--- src/hdl/adb_cfg.svh ---
// constants of the converter digital back end
`ifndef ADB_CFG_SVH
`define ADB_CFG_SVH
`define ADB_PIPE_STAGES 7
`define ADB_FIFO_DEPTH 16
`define ADB_WORD_W 11
`define ADB_SELF_TEST_CYCLES 10'h200
`define ADB_INSTR_BITS 5'h10
`define ADB_BYTE_LAST 3'h7
`define ADB_A_PORTCFG 13'h000
`define ADB_A_OUTMODE 13'h008
`define ADB_A_TESTPAT 13'h00d
`define ADB_A_SELF_TEST 13'h00e
`define ADB_A_FORMAT 13'h014
`define ADB_A_CLKPOL 13'h016
`define ADB_A_RESULT 13'h024
`define ADB_A_TRANSFER 13'h0ff
`define ADB_OEB_MSB 6
`define ADB_OEB_LSB 5
`define ADB_OEB_SEL 2'h1
`define ADB_LSB_FIRST_BIT 6
`define ADB_SELF_TEST_EN_BIT 0
`define ADB_SELF_TEST_SEED_RESET_BIT 2
`define ADB_PN_LONG_RST_BIT 4
`define ADB_PN_SHORT_RST_BIT 5
`define ADB_XFER_BIT 0
`define ADB_PASS_BIT 0
`define ADB_CLKPOL_BIT 7
`define ADB_PN_LONG_SEED 10'h3ff
`define ADB_PN_SHORT_SEED 9'h1ff
`define ADB_CRC_SEED 16'hffff
`define ADB_CRC_POLY 16'h1021
`define ADB_CODE_MID 10'h200
`define ADB_CODE_POSFS 10'h3ff
`define ADB_CODE_NEGFS 10'h000
`define ADB_CODE_CHECK 10'h155
`define ADB_TP_MID 4'h1
`define ADB_TP_POSFS 4'h2
`define ADB_TP_NEGFS 4'h3
`define ADB_TP_CHECK 4'h4
`define ADB_TP_PN_LONG 4'h5
`define ADB_TP_PN_SHORT 4'h6
`define ADB_TP_TOGGLE 4'h7
`endif

--- src/hdl/adb_pkg.sv ---
// types of the converter digital back end
package adb_pkg;
	typedef enum logic [2:0] {ADB_SP_IDLE = 3'h1, ADB_SP_INSTR = 3'h2, ADB_SP_DATA = 3'h4} adb_sp_state_t;
	typedef enum logic [1:0] {ADB_FMT_OFFSET = 2'h0, ADB_FMT_TWOS = 2'h1, ADB_FMT_GRAY = 2'h2} adb_fmt_t;
endpackage : adb_pkg

--- src/hdl/adb_backend.sv ---
// converter digital back end: formatter, latency pipe, output fifo, self-test and serial port
//
// Behaviour
// - each sample appears on the outputs eight sample ticks later while the fifo holds no backlog from a float, updated at a tick edge
// - strap mode: format strap low gives offset binary, high gives twos complement
// - serial configuration offers offset binary, twos complement and gray code
// - offset binary codes as given; twos complement inverts the top bit
// - mode pin output-float function selected by bits 6 to 5 of output_mode_control
// - float function selected: pin low drives data and capture clock, high floats both
// - capture clock rises mid-word, marking valid data, unless polarity is inverted
// - self-test drives pseudorandom data, accumulates a signature 512 ticks, then compares
// - self-test match sets result bit 0 at 0x24, mismatch clears it
// - writing 0x05 to 0x0e starts self-test with a reseeded pseudorandom source
// - seed-reset bit 0 lets the source continue, so after an earlier run the signature will not match
// - during self-test the outputs stay driven and show the pseudorandom words
// - a test pattern replaces converter samples and passes through the formatter
// - bits 4 and 5 of test_pattern_select reload the pattern generators
// - a frame starts on the first shift-clock rise after select falls
// - select held low keeps a streaming frame accepting bytes
// - select high between bytes pauses a fixed-length frame without losing its position
// - select never low: serial pins float and act as sleep and format straps
// - frames open with a 16-bit instruction whose two length bits count data bytes
// - data moves in 8-bit bytes; the first instruction bit, the last when least significant first, selects read or write
// - on a read the device drives the data pin after the instruction phase
// - bits go most significant first after reset; a port setting selects least first
// - writes to 0x08..0x18 wait until 0x01 is written to 0xff, then apply together
`timescale 1ns/1ns
`include "adb_cfg.svh"

////////////////////////////////////////////////////////////////////////////////
module adb_fifo #(
	parameter int WIDTH = `ADB_WORD_W,
	parameter int DEPTH = `ADB_FIFO_DEPTH
) (
	input wire logic clk,
	input wire logic rst,
	input wire logic in_valid,
	input wire logic [WIDTH-1:0] in_data,
	output logic in_ready,
	output logic out_valid,
	output logic [WIDTH-1:0] out_data,
	input wire logic out_ready
);
	localparam int AW = $clog2(DEPTH);
	typedef struct packed {
		logic [DEPTH-1:0][WIDTH-1:0] mem;
		logic [AW-1:0] wp;
		logic [AW-1:0] rp;
		logic [AW:0] cnt;
	} adb_fifo_st_t;
	adb_fifo_st_t st;
	adb_fifo_st_t next_st;
	logic push;
	logic pop;

	assign in_ready = st.cnt != (AW+1)'(DEPTH);
	assign out_valid = st.cnt != '0;
	assign out_data = st.mem[st.rp];

	always_comb
	begin
		next_st = st;
		push = in_valid && in_ready;
		pop = out_valid && out_ready;
		if (push)
		begin
			next_st.mem[st.wp] = in_data;
			next_st.wp = st.wp + 1'b1;
		end
		if (pop)
			next_st.rp = st.rp + 1'b1;
		next_st.cnt = st.cnt + (AW+1)'(push) - (AW+1)'(pop);
	end

	always_ff @(posedge clk or posedge rst)
	begin
		if (rst)
			st <= '0;
		else
			st <= next_st;
	end
endmodule : adb_fifo

////////////////////////////////////////////////////////////////////////////////
module adb_backend #(
	parameter logic [15:0] SELF_TEST_SIGNATURE = 16'h0000
) (
	input wire logic sys_clk,
	input wire logic rst,
	input wire logic [9:0] sample_code,
	input wire logic sample_over,
	input wire logic sample_under,
	output logic sample_ready,
	input wire logic port_select_low,
	input wire logic shift_clock_format_strap,
	input wire logic serial_line_sleep_strap_in,
	output logic serial_line_sleep_strap_out,
	output logic serial_line_sleep_strap_oe,
	input wire logic output_float_control,
	output logic [9:0] data_out,
	output logic data_oe,
	output logic out_of_range,
	output logic data_capture_clock,
	output logic data_capture_clock_oe,
	output logic sleep_active
);
	typedef struct packed {
		logic [2:0] csq, sckq, sdiq, modq;
		logic cs_lvl, sck_lvl, sdi_lvl, mod_lvl;
		logic spi_seen, div, alt;
		logic [`ADB_PIPE_STAGES-1:0][`ADB_WORD_W-1:0] pipe;
		logic [9:0] pn_long;
		logic [8:0] pn_short;
		logic [9:0] self_test_pn;
		logic self_test_run;
		logic [9:0] self_test_cnt;
		logic [15:0] crc;
		adb_pkg::adb_sp_state_t sp;
		logic [4:0] instr_cnt;
		logic [2:0] bit_cnt;
		logic is_read, streaming;
		logic [1:0] bytes_left;
		logic [12:0] addr;
		logic [15:0] instr;
		logic [7:0] din, rd;
		logic [7:0] portcfg, sh_outmode, sh_testpat, sh_self_test, sh_format, sh_clkpol;
		logic [7:0] act_outmode, act_testpat, act_self_test, act_format, act_clkpol, result;
		logic [9:0] dout;
		logic oor, doe, cap, cap_oe, sdo, sdo_oe, sleep, rdy;
	} adb_st_t;
	adb_st_t st;
	adb_st_t next_st;
	logic tick, adv, fl, pop_ok, f_in_ready, f_out_valid;
	logic sck_rise, sck_fall, cs_rise, lsb, bitv, apply;
	logic [9:0] raw;
	logic [9:0] fmtd;
	logic [`ADB_WORD_W-1:0] word;
	logic [`ADB_WORD_W-1:0] f_out;
	logic [15:0] crc_new;
	logic [7:0] byte_in;
	adb_pkg::adb_fmt_t fmt;

	function automatic logic [15:0] crc_step(input logic [15:0] c, input logic [9:0] d);
		logic [15:0] r;
		r = c;
		for (int i = 9; i >= 0; i--)
			r = (r[15] ^ d[i]) ? ({r[14:0], 1'b0} ^ `ADB_CRC_POLY) : {r[14:0], 1'b0};
		return r;
	endfunction : crc_step

	function automatic logic [7:0] reg_read(input adb_st_t s, input logic [12:0] a);
		case (a)
			`ADB_A_PORTCFG: reg_read = s.portcfg;
			`ADB_A_OUTMODE: reg_read = s.sh_outmode;
			`ADB_A_TESTPAT: reg_read = s.sh_testpat;
			`ADB_A_SELF_TEST: reg_read = s.sh_self_test;
			`ADB_A_FORMAT: reg_read = s.sh_format;
			`ADB_A_CLKPOL: reg_read = s.sh_clkpol;
			`ADB_A_RESULT: reg_read = s.result;
			default: reg_read = 8'h00;
		endcase
	endfunction : reg_read

	adb_fifo #(.WIDTH(`ADB_WORD_W), .DEPTH(`ADB_FIFO_DEPTH)) u_fifo (
		.clk(sys_clk),
		.rst(rst),
		.in_valid(adv),
		.in_data(st.pipe[`ADB_PIPE_STAGES-1]),
		.in_ready(f_in_ready),
		.out_valid(f_out_valid),
		.out_data(f_out),
		.out_ready(pop_ok)
	);

	assign sample_ready = st.rdy;
	assign serial_line_sleep_strap_out = st.sdo;
	assign serial_line_sleep_strap_oe = st.sdo_oe;
	assign data_out = st.dout;
	assign data_oe = st.doe;
	assign out_of_range = st.oor;
	assign data_capture_clock = st.cap;
	assign data_capture_clock_oe = st.cap_oe;
	assign sleep_active = st.sleep;

	////////////////////////////////////////////////////////////////////////////
	always_comb
	begin
		next_st = st;
		// three-stage pin sampling; a level counts once stages two and three agree
		next_st.csq = {st.csq[1:0], port_select_low};
		next_st.sckq = {st.sckq[1:0], shift_clock_format_strap};
		next_st.sdiq = {st.sdiq[1:0], serial_line_sleep_strap_in};
		next_st.modq = {st.modq[1:0], output_float_control};
		if (st.csq[2] == st.csq[1])
			next_st.cs_lvl = st.csq[2];
		if (st.sdiq[2] == st.sdiq[1])
			next_st.sdi_lvl = st.sdiq[2];
		if (st.modq[2] == st.modq[1])
			next_st.mod_lvl = st.modq[2];
		if (st.sckq[2] == st.sckq[1])
			next_st.sck_lvl = st.sckq[2];
		sck_rise = (st.sckq[2] == st.sckq[1]) && st.sckq[2] && !st.sck_lvl;
		sck_fall = (st.sckq[2] == st.sckq[1]) && !st.sckq[2] && st.sck_lvl;
		cs_rise = (st.csq[2] == st.csq[1]) && st.csq[2] && !st.cs_lvl;
		if (!st.cs_lvl)
			next_st.spi_seen = 1'b1;
		// sample tick at half the clock; the capture clock runs from it
		next_st.div = !st.div;
		tick = st.div;
		next_st.sleep = st.spi_seen ? (st.act_outmode[1:0] != 2'h0) : st.sdi_lvl;
		fl = st.sleep || (st.spi_seen && st.act_outmode[`ADB_OEB_MSB:`ADB_OEB_LSB] == `ADB_OEB_SEL
			&& st.mod_lvl);
		next_st.doe = !fl;
		next_st.cap_oe = !fl;
		next_st.cap = !tick ^ st.act_clkpol[`ADB_CLKPOL_BIT];
		adv = tick && f_in_ready;
		pop_ok = tick && !fl;
		next_st.rdy = f_in_ready;
		// data source and formatter
		fmt = st.spi_seen ? adb_pkg::adb_fmt_t'(st.act_format[1:0])
			: (st.sck_lvl ? adb_pkg::ADB_FMT_TWOS : adb_pkg::ADB_FMT_OFFSET);
		word = '0;
		raw = sample_code;
		if (sample_over)
			raw = `ADB_CODE_POSFS;
		else if (sample_under)
			raw = `ADB_CODE_NEGFS;
		case (st.act_testpat[3:0])
			`ADB_TP_MID: raw = `ADB_CODE_MID;
			`ADB_TP_POSFS: raw = `ADB_CODE_POSFS;
			`ADB_TP_NEGFS: raw = `ADB_CODE_NEGFS;
			`ADB_TP_CHECK: raw = st.alt ? ~`ADB_CODE_CHECK : `ADB_CODE_CHECK;
			`ADB_TP_PN_LONG: raw = st.pn_long;
			`ADB_TP_PN_SHORT: raw = {1'b0, st.pn_short};
			`ADB_TP_TOGGLE: raw = st.alt ? `ADB_CODE_POSFS : `ADB_CODE_NEGFS;
			default: raw = raw;
		endcase
		case (fmt)
			adb_pkg::ADB_FMT_TWOS: fmtd = {~raw[9], raw[8:0]};
			adb_pkg::ADB_FMT_GRAY: fmtd = raw ^ {1'b0, raw[9:1]};
			default: fmtd = raw;
		endcase
		word = {(st.act_testpat[3:0] == 4'h0) && (sample_over || sample_under), fmtd};
		if (st.self_test_run)
			word = {1'b0, st.self_test_pn};
		crc_new = crc_step(st.crc, st.self_test_pn);
		if (adv)
		begin
			next_st.pipe = {st.pipe[`ADB_PIPE_STAGES-2:0], word};
			next_st.alt = !st.alt;
			next_st.pn_long = {st.pn_long[8:0], st.pn_long[9] ^ st.pn_long[6]};
			next_st.pn_short = {st.pn_short[7:0], st.pn_short[8] ^ st.pn_short[4]};
			if (st.self_test_run)
			begin
				next_st.self_test_pn = {st.self_test_pn[8:0], st.self_test_pn[9] ^ st.self_test_pn[6]};
				next_st.crc = crc_new;
				next_st.self_test_cnt = st.self_test_cnt + 10'h001;
				if (st.self_test_cnt == `ADB_SELF_TEST_CYCLES - 10'h001)
				begin
					next_st.self_test_run = 1'b0;
					next_st.result[`ADB_PASS_BIT] = crc_new == SELF_TEST_SIGNATURE;
					next_st.act_self_test[`ADB_SELF_TEST_EN_BIT] = 1'b0;
				end
			end
		end
		if (st.act_testpat[`ADB_PN_LONG_RST_BIT])
			next_st.pn_long = `ADB_PN_LONG_SEED;
		if (st.act_testpat[`ADB_PN_SHORT_RST_BIT])
			next_st.pn_short = `ADB_PN_SHORT_SEED;
		if (pop_ok && f_out_valid)
		begin
			next_st.dout = f_out[9:0];
			next_st.oor = f_out[10];
		end
		// serial port
		lsb = st.portcfg[`ADB_LSB_FIRST_BIT];
		bitv = st.sdi_lvl;
		apply = 1'b0;
		byte_in = lsb ? {bitv, st.din[7:1]} : {st.din[6:0], bitv};
		if (sck_rise && !st.cs_lvl)
		begin
			case (st.sp)
				adb_pkg::ADB_SP_IDLE:
				begin
					next_st.instr = lsb ? {bitv, 15'h0000} : {15'h0000, bitv};
					next_st.instr_cnt = 5'h01;
					next_st.sp = adb_pkg::ADB_SP_INSTR;
				end
				adb_pkg::ADB_SP_INSTR:
				begin
					next_st.instr = lsb ? {bitv, st.instr[15:1]} : {st.instr[14:0], bitv};
					next_st.instr_cnt = st.instr_cnt + 5'h01;
					if (st.instr_cnt + 5'h01 == `ADB_INSTR_BITS)
					begin
						next_st.is_read = next_st.instr[15];
						next_st.bytes_left = next_st.instr[14:13];
						next_st.streaming = next_st.instr[14:13] == 2'h3;
						next_st.addr = next_st.instr[12:0];
						next_st.rd = reg_read(st, next_st.instr[12:0]);
						next_st.bit_cnt = 3'h0;
						next_st.sp = adb_pkg::ADB_SP_DATA;
					end
				end
				adb_pkg::ADB_SP_DATA:
				begin
					next_st.din = byte_in;
					next_st.bit_cnt = st.bit_cnt + 3'h1;
					if (st.bit_cnt == `ADB_BYTE_LAST)
					begin
						if (!st.is_read)
						begin
							case (st.addr)
								`ADB_A_PORTCFG: next_st.portcfg = byte_in;
								`ADB_A_OUTMODE: next_st.sh_outmode = byte_in;
								`ADB_A_TESTPAT: next_st.sh_testpat = byte_in;
								`ADB_A_SELF_TEST: next_st.sh_self_test = byte_in;
								`ADB_A_FORMAT: next_st.sh_format = byte_in;
								`ADB_A_CLKPOL: next_st.sh_clkpol = byte_in;
								`ADB_A_TRANSFER: apply = byte_in[`ADB_XFER_BIT];
								default: apply = 1'b0;
							endcase
						end
						next_st.addr = lsb ? st.addr + 13'h0001 : st.addr - 13'h0001;
						next_st.rd = reg_read(st, lsb ? st.addr + 13'h0001 : st.addr - 13'h0001);
						if (!st.streaming)
						begin
							if (st.bytes_left == 2'h0)
								next_st.sp = adb_pkg::ADB_SP_IDLE;
							else
								next_st.bytes_left = st.bytes_left - 2'h1;
						end
					end
				end
				default: next_st.sp = adb_pkg::ADB_SP_IDLE;
			endcase
		end
		if (sck_fall && !st.cs_lvl && st.sp == adb_pkg::ADB_SP_DATA && st.is_read)
		begin
			next_st.sdo = lsb ? st.rd[0] : st.rd[7];
			next_st.rd = lsb ? {1'b0, st.rd[7:1]} : {st.rd[6:0], 1'b0};
		end
		// a paused fixed-length frame keeps its place; a streaming one ends with select
		if (cs_rise && st.streaming && st.sp == adb_pkg::ADB_SP_DATA)
			next_st.sp = adb_pkg::ADB_SP_IDLE;
		next_st.sdo_oe = !st.cs_lvl && st.sp == adb_pkg::ADB_SP_DATA && st.is_read;
		if (apply)
		begin
			next_st.act_outmode = st.sh_outmode;
			next_st.act_testpat = st.sh_testpat;
			next_st.act_self_test = st.sh_self_test;
			next_st.act_format = st.sh_format;
			next_st.act_clkpol = st.sh_clkpol;
			if (st.sh_self_test[`ADB_SELF_TEST_EN_BIT])
			begin
				next_st.self_test_run = 1'b1;
				next_st.self_test_cnt = 10'h000;
				next_st.crc = `ADB_CRC_SEED;
				next_st.result[`ADB_PASS_BIT] = 1'b0;
				if (st.sh_self_test[`ADB_SELF_TEST_SEED_RESET_BIT])
					next_st.self_test_pn = `ADB_PN_LONG_SEED;
			end
		end
	end

	always_ff @(posedge sys_clk or posedge rst)
	begin
		if (rst)
		begin
			st <= '0;
			st.csq <= 3'h7;
			st.cs_lvl <= 1'b1;
			st.sp <= adb_pkg::ADB_SP_IDLE;
			st.pn_long <= `ADB_PN_LONG_SEED;
			st.pn_short <= `ADB_PN_SHORT_SEED;
			st.self_test_pn <= `ADB_PN_LONG_SEED;
		end
		else
			st <= next_st;
	end
endmodule : adb_backend

--- config.mk ---
export PLATFORM = sky130hd
export DESIGN_NAME = adb_backend
export DESIGN_NICKNAME = d
export VERILOG_FILES = /design/src/hdl/adb_pkg.sv /design/src/hdl/adb_backend.sv
export VERILOG_INCLUDE_DIRS = /design/src /design/src/hdl
export SDC_FILE = /design/constraint.sdc
export NUM_CORES = 1
export LEC_CHECK = 0
export BUFFER_PORTS_ARGS = -buffer_cell sky130_fd_sc_hd__buf_4
export CELL_PAD_IN_SITES_DETAIL_PLACEMENT = 1
export CELL_PAD_IN_SITES_GLOBAL_PLACEMENT = 1
export CORE_AREA = 2 2 282 354
export CTS_CLUSTER_SIZE = 16
export DETAILED_ROUTE_END_ITERATION = 8
export DIE_AREA = 0 0 284 356
export PLACE_DENSITY = 0.46
export SYNTH_ARGS = -nofsm -noshare
export SYNTH_HDL_FRONTEND = slang
export SYNTH_SLANG_ARGS = --single-unit
--- constraint.sdc ---
create_clock -name sys_clk -period 16.75 [get_ports sys_clk]
set_clock_uncertainty 0.05 [all_clocks]
set_input_delay 2.5125 -clock sys_clk [delete_from_list [all_inputs] [get_ports sys_clk]]
set_output_delay 2.5125 -clock sys_clk [all_outputs]
set_load 0.005 [all_outputs]
Word level (Yosys, flattened, before mapping)
Cells that the tools add are included.
Widths: inputs -> output; s select.
{ "totals": {"ff_bits": 490, "in_bits": 18, "out_inout_bits": 18, "wordCells": 301} }
{ "classes": {"add_sub_neg": 10, "order_cmp": 3, "n_eq_ne": 50, "muxes": 80, "n_bitwise": 27, "n_reduce_logical": 59} }
{ "ops": {"columns": ["cell", "n"], "rows": [
  ["$bwmux 176", 1],
  ["$mux 13", 11],
  ["$eq 13x4->1 const B", 9],
  ["$mux 56", 2],
  ["$pmux 8 s7", 2],
  ["$mux 37", 3],
  ["$mux 108", 1],
  ["$mux 48", 2],
  ["$mux 8", 11],
  ["$eq 13x5->1 const B", 6],
  ["$pmux 10 s7", 1],
  ["$mux 10", 6],
  ["$bmux 11 s4", 1],
  ["$demux 11 s4", 1],
  ["$logic_not 13->1", 3],
  ["$reduce_and 5->1", 7],
  ["$mux 11", 3],
  ["$mux 16", 2],
  ["$pmux 16 s2", 1],
  ["$not 3->3", 10],
  ["$pmux 15 s2", 1],
  ["$eq 13x6->1 const B", 2],
  ["$logic_and 1x1->1", 22],
  ["$mux 20", 1],
  ["other kinds (52)", 120]
]} }

Depth between registers and ports, before layout
Gate-level depths: netlist of run 1.
{ "depth": {"word_depth": 26, "depth_mapped": 16, "mapped_depth_nobuf": 15} }

Modules after synthesis
From an unflattened synthesis of run 1, not the netlist that was laid out.
{ "hier_totals": {"cells_unflattened": 2177, "hier_area_um2": 23547.6} }
{ "by_module_without_submodules": {"columns": ["mod", "instances", "cells_each", "area_per_inst_um2", "seq_area_each_um2"], "rows": [
  ["adb_backend", 1, 1569, 14572.7, 7324.5],
  ["adb_fifo", 1, 608, 8974.9, 4729.5]
]} }

Least setup slack after synthesis of run 1
No wires, ideal clock.
{ "synth_path": {"path_type": "flip-flop to flip-flop", "startpoint": "register st, in the netlist lsb", "endpoint": "register st[121] in the netlist's numbering", "setup_ns": 0.087, "t_arrival_ns": 4.014, "required_ns": 16.613, "slack_ns": 12.599, "path_stages_with_launch": 17, "n_path_buf": 5, "cell_sequence": "dfrtp_1 buf_2 buf_1 inv_1 ha_1 buf_2 and4_1 o2111ai_1 o221ai_1 xor2_1 or4b_1 buf_2 or4_1 buf_2 o2bb2ai_1 o32ai_1 a211oi_2"} }
{ "synth_via": {"elab_chain_len": 7, "word_cells_on_any_way": 24, "cone_classes": "12 x eq/ne; 10 x mux; 2 x reduce/logical"} }
{ "synth_rtl": {"columns": ["item", "line", "source"], "rows": [
  ["start, declared", "adb_backend.sv:131", "adb_st_t st;"],
  ["start signal, assigned", "adb_backend.sv:378", "st <= next_st;"],
  ["$mux 13 or $mux 16 (tied branches)", "adb_backend.sv:324, adb_backend.sv:291", null],
  ["$eq 13x6->1, or another cell as far along", "adb_backend.sv:152", "case (a)"],
  ["$pmux 8 s7", "adb_backend.sv:152", null],
  ["$mux 56 or $mux 8 (tied branches)", "adb_backend.sv:308, adb_backend.sv:293", null],
  ["$pmux 8 s2", "adb_backend.sv:282", "case (st.sp)"],
  ["$mux 108", "adb_backend.sv:280", "if (sck_rise && !st.cs_lvl)"],
  ["$mux 8 (*)", "adb_backend.sv:337", "if (sck_fall && !st.cs_lvl && st.sp == adb_pkg::ADB_SP_DATA && st.is_read)"]
]} }
Mark *: on every way between the ends. The rest lies on a longest branch, timed or not. The select of a mux whose other input is x is not followed.
A chain may end at the register's enable or synchronous reset.

Worst setup path in the final report of run 1
{ "layout_path": {"startpoint": "register st, in the netlist lsb", "endpoint": "register st[115] in the netlist's numbering"} }
Same word-level chain as after synthesis.

==> results of run 1 <==
-- metrics by stage --
stage / power, mW / setup slack, ps / util
2_1_floorplan: 1.36 / 851 / -
3_3_place_gp: 1.40 / 10970 / 0.253
3_5_place_dp: 1.41 / 10860 / 0.253
4_1_cts: 2.68 / 11130 / 0.272
5_1_grt: 2.74 / 10900 / 0.272
6_report: 2.62 / 11270 / 0.272
-- registers in the layout (all words and copies together) (netlist names) --
name and cells:
st 263, u_fifo.st 189, data_out 10, next_st 8
bitv 1, data_capture_clock 1, data_capture_clock_oe 1, lsb 1
out_of_range 1, sample_ready 1, serial_line_sleep_strap_oe 1, serial_line_sleep_strap_out 1
sleep_active 1, tick 1
-- cell type report --
type	count	area share
flip-flops and latches	480	0.452
repair buffers	60	0.0169
clock buffers	79	0.0591
multi-input cells	1487	0.396
clock inverters	21	0.00976
inverters	35	0.00525
well taps	1310	0.0614
-- layer usage --
metal / GRT usage / share of wire / up-vias
li1: - / - / 7466
met1: 0.172 / 0.45 / 8399
met2: 0.232 / 0.49 / 199
met3: 0.0188 / 0.028 / 98
met4: 0.0376 / 0.025 / 0
met5: 0 / 0 / -
-- power breakdown --
group          leakage [nW]  switching (mW)  total [mW]  internal (mW)
registers              5.69          0.0405        1.25           1.21
logic                  4.43          0.0724       0.133         0.0601
clock network         0.899           0.518        1.24          0.718
total                  11.0           0.631        2.62           1.99
-- cell usage in the layout, fill, tap and decap left out, types with 25 or more instances in the layout --
cell type    n
a21oi_1     56
ha_1        36
xnor2_1     45
xor2_1      25
nor2_1     121
o21ai_0    128
dfrtp_1    443
nand3_1     49
nand2_1    428
clkbuf_16   55
buf_4       60
dfstp_2     34
nor3_1      26
mux4_2      55
mux2_2     202
inv_1       33
mux2i_1     47
-- worst max path at each step --
stage               startpoint                   endpoint  slack [ps]
2_1_floorplan              rst           bitv$_DFFE_PP0N_         850
3_3_place_gp               rst  u_fifo.st[84]$_DFFE_PP0P_       10970
3_5_place_dp               rst  u_fifo.st[41]$_DFFE_PP0P_       10860
4_1_cts        lsb$_DFFE_PP0P_        st[120]$_DFFE_PP0P_       11130
5_1_grt        lsb$_DFFE_PP0P_        st[115]$_DFFE_PP0P_       10900
6_report       lsb$_DFFE_PP0P_        st[115]$_DFFE_PP0P_       11270
-- worst register-to-register path, cell delays in order, from the launching register on --
cell and delay [ps]:
dfrtp_2 340, buf_4 530, inv_1 570, ha_1 740
a21oi_2 170, o211a_1 250, nor3b_1 140, a211oi_1 400
or4b_1 620, nor3_1 1040, a21oi_1 160, nor4b_1 190
nor3_1 200
-- logic make-up after synthesis --
family	count (synthesis)
and+or+nand+nor	738
DFF	480
AOI/OAI and AO/OA	335
muxes	304
buffers and inverters	172
xor gates and xnor gates	70
adders and majority gates	40
==> flow_metrics.tcl, run 1 <==
set metrics [dict create \
    yosys.area_share.simple 0.139 \
    io_buffers 35 \
    first_iter_violations 876 \
    cts_made_buffers 55 \
    drt_pre_antenna_iters 5 \
    grt_pass1_vias 17534 \
    gp_congestion 0.821 \
    crit_path_max_incr_delay_ps 1040 \
    hold_violations 0 \
    cts_post_setup_buffers_inserted 0 \
    grt_max_degree 78 \
    wl_um 67300 \
    synth_enable_flop_cells 0 \
    grt_antenna_before_repair 0 \
    synth-adder-area-share 0.0219 \
    critical_path_required_ps 17200 \
    cts.repair.resized 0 \
    startpoint_type "flip-flop" \
    yosysSeqAreaShare 0.517 \
    timing_max_transition_violations_final 0 \
    synthArstFlopShare 1.00 \
    register_area_sq_um 12100 \
    detailed_place_hpwl_um 44600 \
    fmax_mhz 182 \
    power_density_nw_per_um2 98.2 \
    wire_length_of_the_first_global_routing_pass_um 107000 \
    drive_above_1_share 0.214 \
    yosys.cell_types.count 82 \
    yosys.area.top_type_share 0.479 \
    num-nets-final 2175 \
    timing_worst_slew_pin_value_ps 1240 \
    floorplan.initialDensity 0.237 \
    remaining_drc_errors 0 \
    postSynth.topFlopCell "dfrtp_1" \
    arrival_ps 5940 \
    cts.sinks 480 \
    die_width_um 284 \
    total_placed_cells_including_tap_cells 3371 \
    cts-root-buf "clkbuf_16" \
    insertedDiodeCount 0 \
    synth.mux.area_fraction 0.171 \
    synthMostInstantiatedCell "dfrtp_1" \
    period_share 0.327 \
    outcome "finished, final reports clean" \
    synth_area_per_cell_sq_um 10.9 \
    total_leakage_power_nw 11.0 \
    synth_nets 2195 \
    dieArea_sq_um 101000 \
    cp.buffers_inverters 2 \
    cpMostUsedCell "nor3_1" \
    clk_pin_slew_ps 60 \
    min_delay_worst_endpoint "next_st[319]$_DFF_PP0_" \
    globalRouteTotalUtil 0.133 \
    average_vias_per_placed_instance 4.65 \
    synth_compound_area_frac 0.0935 \
    n_fill_cell 11053 \
    num_vias 16162 \
    synth_commonest_cells "dfrtp_1, nand2_1, mux2_2, o21ai_0, nor2_1" \
    placement.cell_area_sq_um 24800 \
    rrSetupSlack_ps 11270 \
    ios 36 \
    final-instance-count-excl-fill 3472 \
    ctsHoldBuffers 0 \
    gr-total-overflow 0 \
    synthesis.yosys.warnings 0 \
    critical_path.reg2reg.startpoint "lsb$_DFFE_PP0P_" \
    min_path_cells 0 \
    setup_violations 0 \
    die_height_um 356 \
    totalNegativeSetupSlack_ps 0 \
    yosys_register_bits 480 \
    final_antenna_net_count 0 \
    cts_tree "yes" \
    holdWs_ps 299 \
    ctsHtreeMaxLevel 2 \
    setup.worst_path.end_class "flip-flop" \
    timing.critical_path.max_delay_family "simple AND/OR/NAND/NOR gates" \
    combinational_family_with_the_most_area_after_synthesis "multiplexers" \
    core_area_sq_um 98100 \
    postSynthCellCount 2139 \
    total_stage_count_of_the_critical_path 12 \
    mappedNetlistArea_sq_um 23300 \
    final_cell_area_sq_um 26700 \
    path_cells "buf_4 > inv_1 > ha_1 > a21oi_2 > o211a_1 > nor3b_1 > a211oi_1 > or4b_1 > nor3_1 > a21oi_1 > nor4b_1 > nor3_1" \
    detail_routed_net_length_per_standard_cell_um 19.4 \
    worst_path_fanout_max 48 \
    drv_cap 0 \
    worst-r2r-cell-count 12 \
    layout_min_cycle_time_ps 5480 \
    worstSetupPathType "flip-flop to flip-flop" \
    flow.area_growth_from_synthesis_pct 14.5 \
    clock_latency_ps 640 \
    worst_hold_path_startpoint "next_st[318]$_DFF_PP0_" \
    number_of_buffers_between_clock_root_and_the_deepest_sink 3 \
    post_synthesis_share_of_cell_area_spent_on_xor_and_xnor_gates 0.0263 \
    post-synth-top-area-cell "dfrtp_1" \
    std_cell_rows 129 \
    holdCritPathClass "flip-flop to flip-flop" \
    multi_input_area_sq_um 10600 \
    critical-path-slowest-cell "nor3_1" \
    synth_area_leaders "dfrtp_1, mux2_2, nand2_1" \
    vdd_ir_drop_max_mv 0.0801 \
    grt_setup_unrepaired "false" \
    max_slew_margin 0.165 \
    worst_r2r_endpoint "st[115]$_DFFE_PP0P_" \
]
Power figures use the tool's default switching activity.
==> inputs of run 2 (changes only) <==
--- a/config.mk
+++ b/config.mk
@@ -6,14 +6,15 @@
 export SDC_FILE = /design/constraint.sdc
 export NUM_CORES = 1
 export LEC_CHECK = 0
+export ABC_AREA = 1
 export BUFFER_PORTS_ARGS = -buffer_cell sky130_fd_sc_hd__buf_4
 export CELL_PAD_IN_SITES_DETAIL_PLACEMENT = 1
 export CELL_PAD_IN_SITES_GLOBAL_PLACEMENT = 1
-export CORE_AREA = 2 2 282 354
+export CORE_AREA = 2 2 283 355
 export CTS_CLUSTER_SIZE = 16
 export DETAILED_ROUTE_END_ITERATION = 8
-export DIE_AREA = 0 0 284 356
-export PLACE_DENSITY = 0.46
+export DIE_AREA = 0 0 285 357
+export PLACE_DENSITY = 0.48
 export SYNTH_ARGS = -nofsm -noshare
 export SYNTH_HDL_FRONTEND = slang
 export SYNTH_SLANG_ARGS = --single-unit
==> constraint.sdc (replaced) <==
create_clock -name sys_clk -period 4.6 [get_ports sys_clk]
set_clock_uncertainty 0.05 [all_clocks]
set_input_delay 0.69 -clock sys_clk [delete_from_list [all_inputs] [get_ports sys_clk]]
set_output_delay 0.69 -clock sys_clk [all_outputs]
set_load 0.005 [all_outputs]
==> run 2 against run 1 <==
Via count increased by 19%. Area after synthesis is 0.67% higher. Clock-buffer cell count increased by 7. Cell area grew 0.91%. Setup slack got worse by 10000 ps. Die area increased by 0.63%. Non-clock buffer count increased by 14. Clock power grew to 3.7 times the previous value. Critical path type unchanged. Largest power group is now clock.
==> flow_metrics.tcl, run 2 <==
set metrics [dict create \
    outcome "finished, final reports clean" \
    timing_worst_slew_pin_value_ps 1310 \
    worst_path_fanout_max 35 \
    cts_made_buffers 56 \
    gr-total-overflow 0 \
    cts_tree "yes" \
    synthesis.yosys.warnings 0 \
    arrival_ps 4070 \
    p_int_mw 7.18 \
    post-synth-top-area-cell "dfrtp_1" \
    core_area_sq_um 98500 \
    critical_path_required_ps 5090 \
    synth_nets 2876 \
    synth_commonest_cells "nand2_1, dfrtp_1, o21ai_0, inv_1, nor2_1" \
    postSynthCellCount 2820 \
    final_cell_area_sq_um 26900 \
    total_power_consumption_mw 9.48 \
    dieArea_sq_um 102000 \
    cts_post_setup_buffers_inserted 0 \
    worst-r2r-cell-count 19 \
    critPathCapture "st[115]$_DFFE_PP0P_" \
    startpoint_type "flip-flop" \
    number_of_buffers_between_clock_root_and_the_deepest_sink 3 \
    layout.core_utilization 0.273 \
    ctsHtreeMaxLevel 2 \
    max_flop_register "st" \
    postSynth.topFlopCell "dfrtp_1" \
    crit_path_max_incr_delay_ps 610 \
    rrSetupSlack_ps 1020 \
    netSwitchingFraction 0.242 \
    die_height_um 357 \
    insertedDiodeCount 0 \
    power_density_nw_per_um2 352 \
    switching_power_mw 2.30 \
    max_slew_margin 0.119 \
    synth_enable_flop_cells 0 \
    detail_routed_net_length_per_standard_cell_um 18.3 \
    drt_pre_antenna_iters 5 \
    gp_congestion 0.809 \
    ctsHoldBuffers 0 \
    ios 36 \
    cts.repair.resized 0 \
    std_cell_rows 129 \
    share_clk_of_total_power 0.479 \
    io_buffers 35 \
    final-instance-count-excl-fill 4156 \
    critical-path-slowest-cell "ha_1" \
    clock_latency_ps 610 \
    globalRouteTotalUtil 0.150 \
    vdd_ir_drop_max_mv 0.290 \
    setup.worst_path.end_class "flip-flop" \
    total_placed_cells_including_tap_cells 4052 \
    num-nets-final 2856 \
    cts-root-buf "clkbuf_16" \
    period_share 0.778 \
    cts.sinks 480 \
    final_common_cell "nand2_1" \
    floorplan.initialDensity 0.238 \
    yosys.cell_types.count 63 \
    total_leakage_power_nw 12.3 \
    totalNegativeSetupSlack_ps 0 \
    holdCritPathClass "primary input to asynchronous set/reset pin" \
    mostFrequentLayoutCells "nand2_1, dfrtp_1, o21ai_0, inv_1, nor2_1" \
    drive_above_1_share 0.0928 \
    average_vias_per_placed_instance 4.63 \
    largest_register_ffs 263 \
    worst_r2r_endpoint "st[115]$_DFFE_PP0P_" \
    worstSetupPathType "flip-flop to flip-flop" \
    synthArstFlopShare 1.00 \
    timing.critical_path.from "lsb$_DFFE_PP0P_" \
    grt_max_degree 159 \
    synth_area_leaders "dfrtp_1, nand2_1, o21ai_0" \
    fmax_mhz 279 \
    wire_length_of_the_first_global_routing_pass_um 121000 \
    clk_pin_slew_ps 60 \
    first_iter_violations 960 \
    synthMostInstantiatedCell "nand2_1" \
    grt_setup_unrepaired "false" \
    power.sequential.fraction 0.474 \
    drv_cap 0 \
    wl_um 76100 \
    grt_pass1_vias 20600 \
    power.combinational.fraction 0.048 \
    mappedNetlistArea_sq_um 23400 \
    hold_violations 0 \
    remaining_drc_errors 0 \
    setup_violations 0 \
    critical_path.reg2reg.startpoint "lsb$_DFFE_PP0P_" \
    synth_area_per_cell_sq_um 8.32 \
    layout_min_cycle_time_ps 3580 \
    timing_max_transition_violations_final 0 \
    detailed_place_hpwl_um 51400 \
    yosys.area.top_type_share 0.476 \
    die_width_um 285 \
    final_antenna_net_count 0 \
    placement.cell_area_sq_um 25000 \
    yosysSeqAreaShare 0.514 \
    yosys_register_bits 480 \
    grt_antenna_before_repair 0 \
    num_vias 19223 \
    path_cells "clkinv_1 > ha_1 > nand2_1 > nor2_1 > nand3_1 > nand3_1 > nand2_1 > nand2_1 > nand2_1 > nor3_4 > buf_4 > nand2_1 > nor2_1 > nor2_1 > nand2_1 > nand2_1 > nand2_1 > nand2_1 > a21oi_1" \
    flow.area_growth_from_synthesis_pct 14.8 \
    cpMostUsedCell "nand2_1" \
]
==> run 2: cell count changes in the layout (fill, tap and decap cells not counted), sizes merged, moves of 75 or more <==
cell   change
inv      +212
o21ai    +286
nand3     +75
nor2      +94
nand2    +314
mux2     -196
==> run 2: stage by stage <==
step | setup WS, ps | hold WS [ps]
4_1_cts | 1010 | 60.1
2_1_floorplan | -2620 | 281
3_3_place_gp | 1070 | 287
5_1_grt | 621 | 75.9
6_report | 1020 | 87.8
3_5_place_dp | 1040 | 288
==> run 2: cells by family after synthesis <==
logic type | synth area share
AOI/OAI and AO/OA | 0.159
buffers and inverters | 0.0690
muxes | 0.00459
adders and majority gates | 0.0218
DFF | 0.514
and+or+nand+nor | 0.211
xor gates and xnor gates | 0.0209
==> run 2: power groups by stage <==
| stage | Sequential, mW | Clock [mW] | Combinational [mW] |
|---|---|---|---|
| floorplan | 4.54 | 0 | 0.307 |
| global placement | 4.56 | 0 | 0.455 |
| detailed placement | 4.57 | 0 | 0.468 |
| CTS | 4.49 | 4.72 | 0.470 |
| global route | 4.51 | 4.88 | 0.525 |
| finish | 4.49 | 4.54 | 0.451 |
==> run 2: area by class of cell <==
type                            instances  area, sq um
Sequential cell                       480        12100
Multi-Input combinational cell       1935         9790
Timing Repair Buffer                   74          606
Clock inverter                         18          144
Inverter                              253          956
Clock buffer                           86         1740
Fill cell                           11656        71500
Tap cell                             1310         1640
==> run 2: per-layer routing <==
| metal | vias up | wire, um | global-route usage |
|---|---|---|---|
| li1 | 9295 | - | - |
| met1 | 9585 | 34500 | 0.189 |
| met2 | 232 | 36800 | 0.260 |
| met3 | 111 | 2100 | 0.0207 |
| met4 | 0 | 2730 | 0.0568 |
| met5 | - | 0 | 0 |
==> run 2: critical path, delay by kind of cell (launching register included) <==
kind,cells,cell delay [ps]
flip-flops,1,350
AO/OA/AOI/OAI,1,120
AND/OR/NAND/NOR,15,1620
buffers and inverters,2,730
adder cells (fa/ha/maj),1,610
==> run 2: worst min path at each step <==
stage	to	slack, ps	cells past startpoint
floorplan	next_st[316]$_DFF_PP0_	280	0
global placement	next_st[316]$_DFF_PP0_	290	0
detailed placement	next_st[322]$_DFF_PP0_	290	0
CTS	st[66]$_DFFE_PP0P_	60	2
global route	st[105]$_DFFE_PP0P_	80	2
finish	st[66]$_DFFE_PP0P_	90	2
==> inputs of run 3 (changes only) <==
==> constraint.sdc (replaced) <==
create_clock -name sys_clk -period 3 [get_ports sys_clk]
set_clock_uncertainty 0.05 [all_clocks]
set_input_delay 0.45 -clock sys_clk [delete_from_list [all_inputs] [get_ports sys_clk]]
set_output_delay 0.45 -clock sys_clk [all_outputs]
set_load 0.005 [all_outputs]
==> run 3 against run 2 <==
Core utilization rose by 1.4 points. Sequential power rose by 53%. Combinational power rose by 61%. Clock power rose by 65%. Critical endpoint is now st[119]$_DFFE_PP0P_.
==> flow_metrics.tcl, run 3 (same netlist as run 2, synthesis figures left out) <==
set metrics [dict create \
    detailed_place_hpwl_um 53400 \
    drv_cap 0 \
    final_antenna_net_count 0 \
    critical_path_required_ps 3500 \
    gp_congestion 0.835 \
    die_width_um 285 \
    setup_violations 0 \
    crit_path_max_incr_delay_ps 500 \
    flow.area_growth_from_synthesis_pct 20.6 \
    grt_setup_unrepaired "true" \
    grt_antenna_before_repair 0 \
    std_cell_rows 129 \
    max_flop_register "st" \
    number_of_buffers_between_clock_root_and_the_deepest_sink 3 \
    startpoint_type "flip-flop" \
    grt_pass1_vias 21043 \
    path_cells "clkinv_4 > ha_4 > nand2_2 > nor2_4 > nand3_2 > nand2_2 > nand2_2 > nand2_2 > nand3_4 > nor3_4 > buf_12 > buf_12 > nand3_1 > nand2_1 > nor2_1 > nand2_1 > nand2_1 > nand2_1 > nand2_1 > a21oi_2" \
    cts-root-buf "clkbuf_16" \
    gr-total-overflow 0 \
    mostFrequentLayoutCells "nand2_1, dfrtp_1, o21ai_0, inv_1, nor2_1" \
    cpMostUsedCell "nand2_1" \
    timing_max_transition_violations_final 0 \
    place_ws_ps -81.2 \
    ctsHtreeMaxLevel 2 \
    timing_worst_slew_pin_value_ps 785 \
    layout.core_utilization 0.287 \
    drive_above_1_share 0.146 \
    power_density_nw_per_um2 534 \
    remaining_drc_errors 0 \
    holdCritPathClass "primary input to flip-flop" \
    largest_register_ffs 263 \
    die_height_um 357 \
    num-nets-final 2951 \
    critical-path-slowest-cell "dfrtp_2" \
    placement.cell_area_sq_um 25700 \
    wl_um 77300 \
    vdd_ir_drop_max_mv 0.415 \
    dieArea_sq_um 102000 \
    hold_violations 0 \
    cts_made_buffers 56 \
    insertedDiodeCount 0 \
    cts_tree "yes" \
    timing.final.ws_setup_ps 83.1 \
    n_fill_cell 11654 \
    total_placed_cells_including_tap_cells 4128 \
    setup.worst_path.end_class "flip-flop" \
    max_slew_margin 0.476 \
    arrival_ps 3420 \
    core_area_sq_um 98500 \
    wire_length_of_the_first_global_routing_pass_um 123000 \
    worst_path_fanout_max 7 \
    floorplan.initialDensity 0.238 \
    globalRouteTotalUtil 0.152 \
    worstSetupPathType "flip-flop to flip-flop" \
    layout_min_cycle_time_ps 2920 \
    clock_latency_ps 630 \
    final_common_cell "nand2_1" \
    final-instance-count-excl-fill 4252 \
    num_vias 19625 \
    grt_max_degree 132 \
    outcome "finished, final reports clean" \
    total_leakage_power_nw 12.9 \
    io_buffers 35 \
    ios 36 \
    cts.sinks 480 \
    clk_pin_slew_ps 60 \
    final_cell_area_sq_um 28300 \
    average_vias_per_placed_instance 4.62 \
    period_share 0.972 \
    first_iter_violations 1018 \
    drt_pre_antenna_iters 4 \
    fmax_mhz 343 \
    detail_routed_net_length_per_standard_cell_um 18.2 \
]
## run 3: critical path, delay by kind of cell, from the launching register on
kind                     cells  cell delay, ps
AND/OR/NAND/NOR             15            1380
flip-flops                   1             500
buffers and inverters        3             450
adder cells (fa/ha/maj)      1             330
AO/OA/AOI/OAI                1             130
## run 3: worst paths after layout
path                       slack (ps)              startpoint                      to  cells past startpoint
min                               170             sample_over     st[240]$_DFFE_PP0P_                      3
max reg2reg                        80         lsb$_DFFE_PP0P_     st[119]$_DFFE_PP0P_                     20
min reg2reg                       310  next_st[324]$_DFF_PP1_  next_st[325]$_DFF_PP1_                      0
min in group asynchronous         330                     rst     st[156]$_DFFE_PP0P_                      3
max in group asynchronous        1430                     rst     st[147]$_DFFE_PP0P_                      4
max                                80         lsb$_DFFE_PP0P_     st[119]$_DFFE_PP0P_                     20
## run 3: final cells by class
cell class	count	area [sq um]	area share
clock buffers	75	1610	0.0571
clock inverters	30	402	0.0142
inverters	253	967	0.0342
multi-input cells	1935	10100	0.357
flip-flops and latches	480	12100	0.426
well taps	1310	1640	0.0579
repair buffers	168	1490	0.0526
repair inverters	1	8.76	0.000310
## run 3: power by group
group,switching [mW],internal [mW]
Clock,2.93,4.55
Combinational,0.478,0.248
Sequential,0.150,6.74
## run 3: timing repair
| action | CTS | global route |
|---|---|---|
| pin swaps | 1 | 28 |
| resized for setup | 15 | 72 |
| endpoints found under the setup margin | 6 | 18 |
| hold buffers | 5 | 0 |
| cloned | 2 | 0 |
| setup buffers | 5 | 8 |
| hold endpoints to repair | 10 | 0 |
## run 3: routing by layer
layer	vias up	routed length [um]	GRT usage
met1	9827	34300	0.188
met3	113	1880	0.0188
met4	0	2040	0.0442
met2	203	39200	0.277
met5	-	0	0
li1	9482	-	-
## run 3: per-stage QoR
stage	total power, mW	TNS, ps	hold WS (ps)
floorplan	7.43	-1847650	281
global placement	7.71	0	291
detailed placement	7.75	-362	293
CTS	15.4	0	118
global route	15.8	-626	164
finish	15.1	0	172
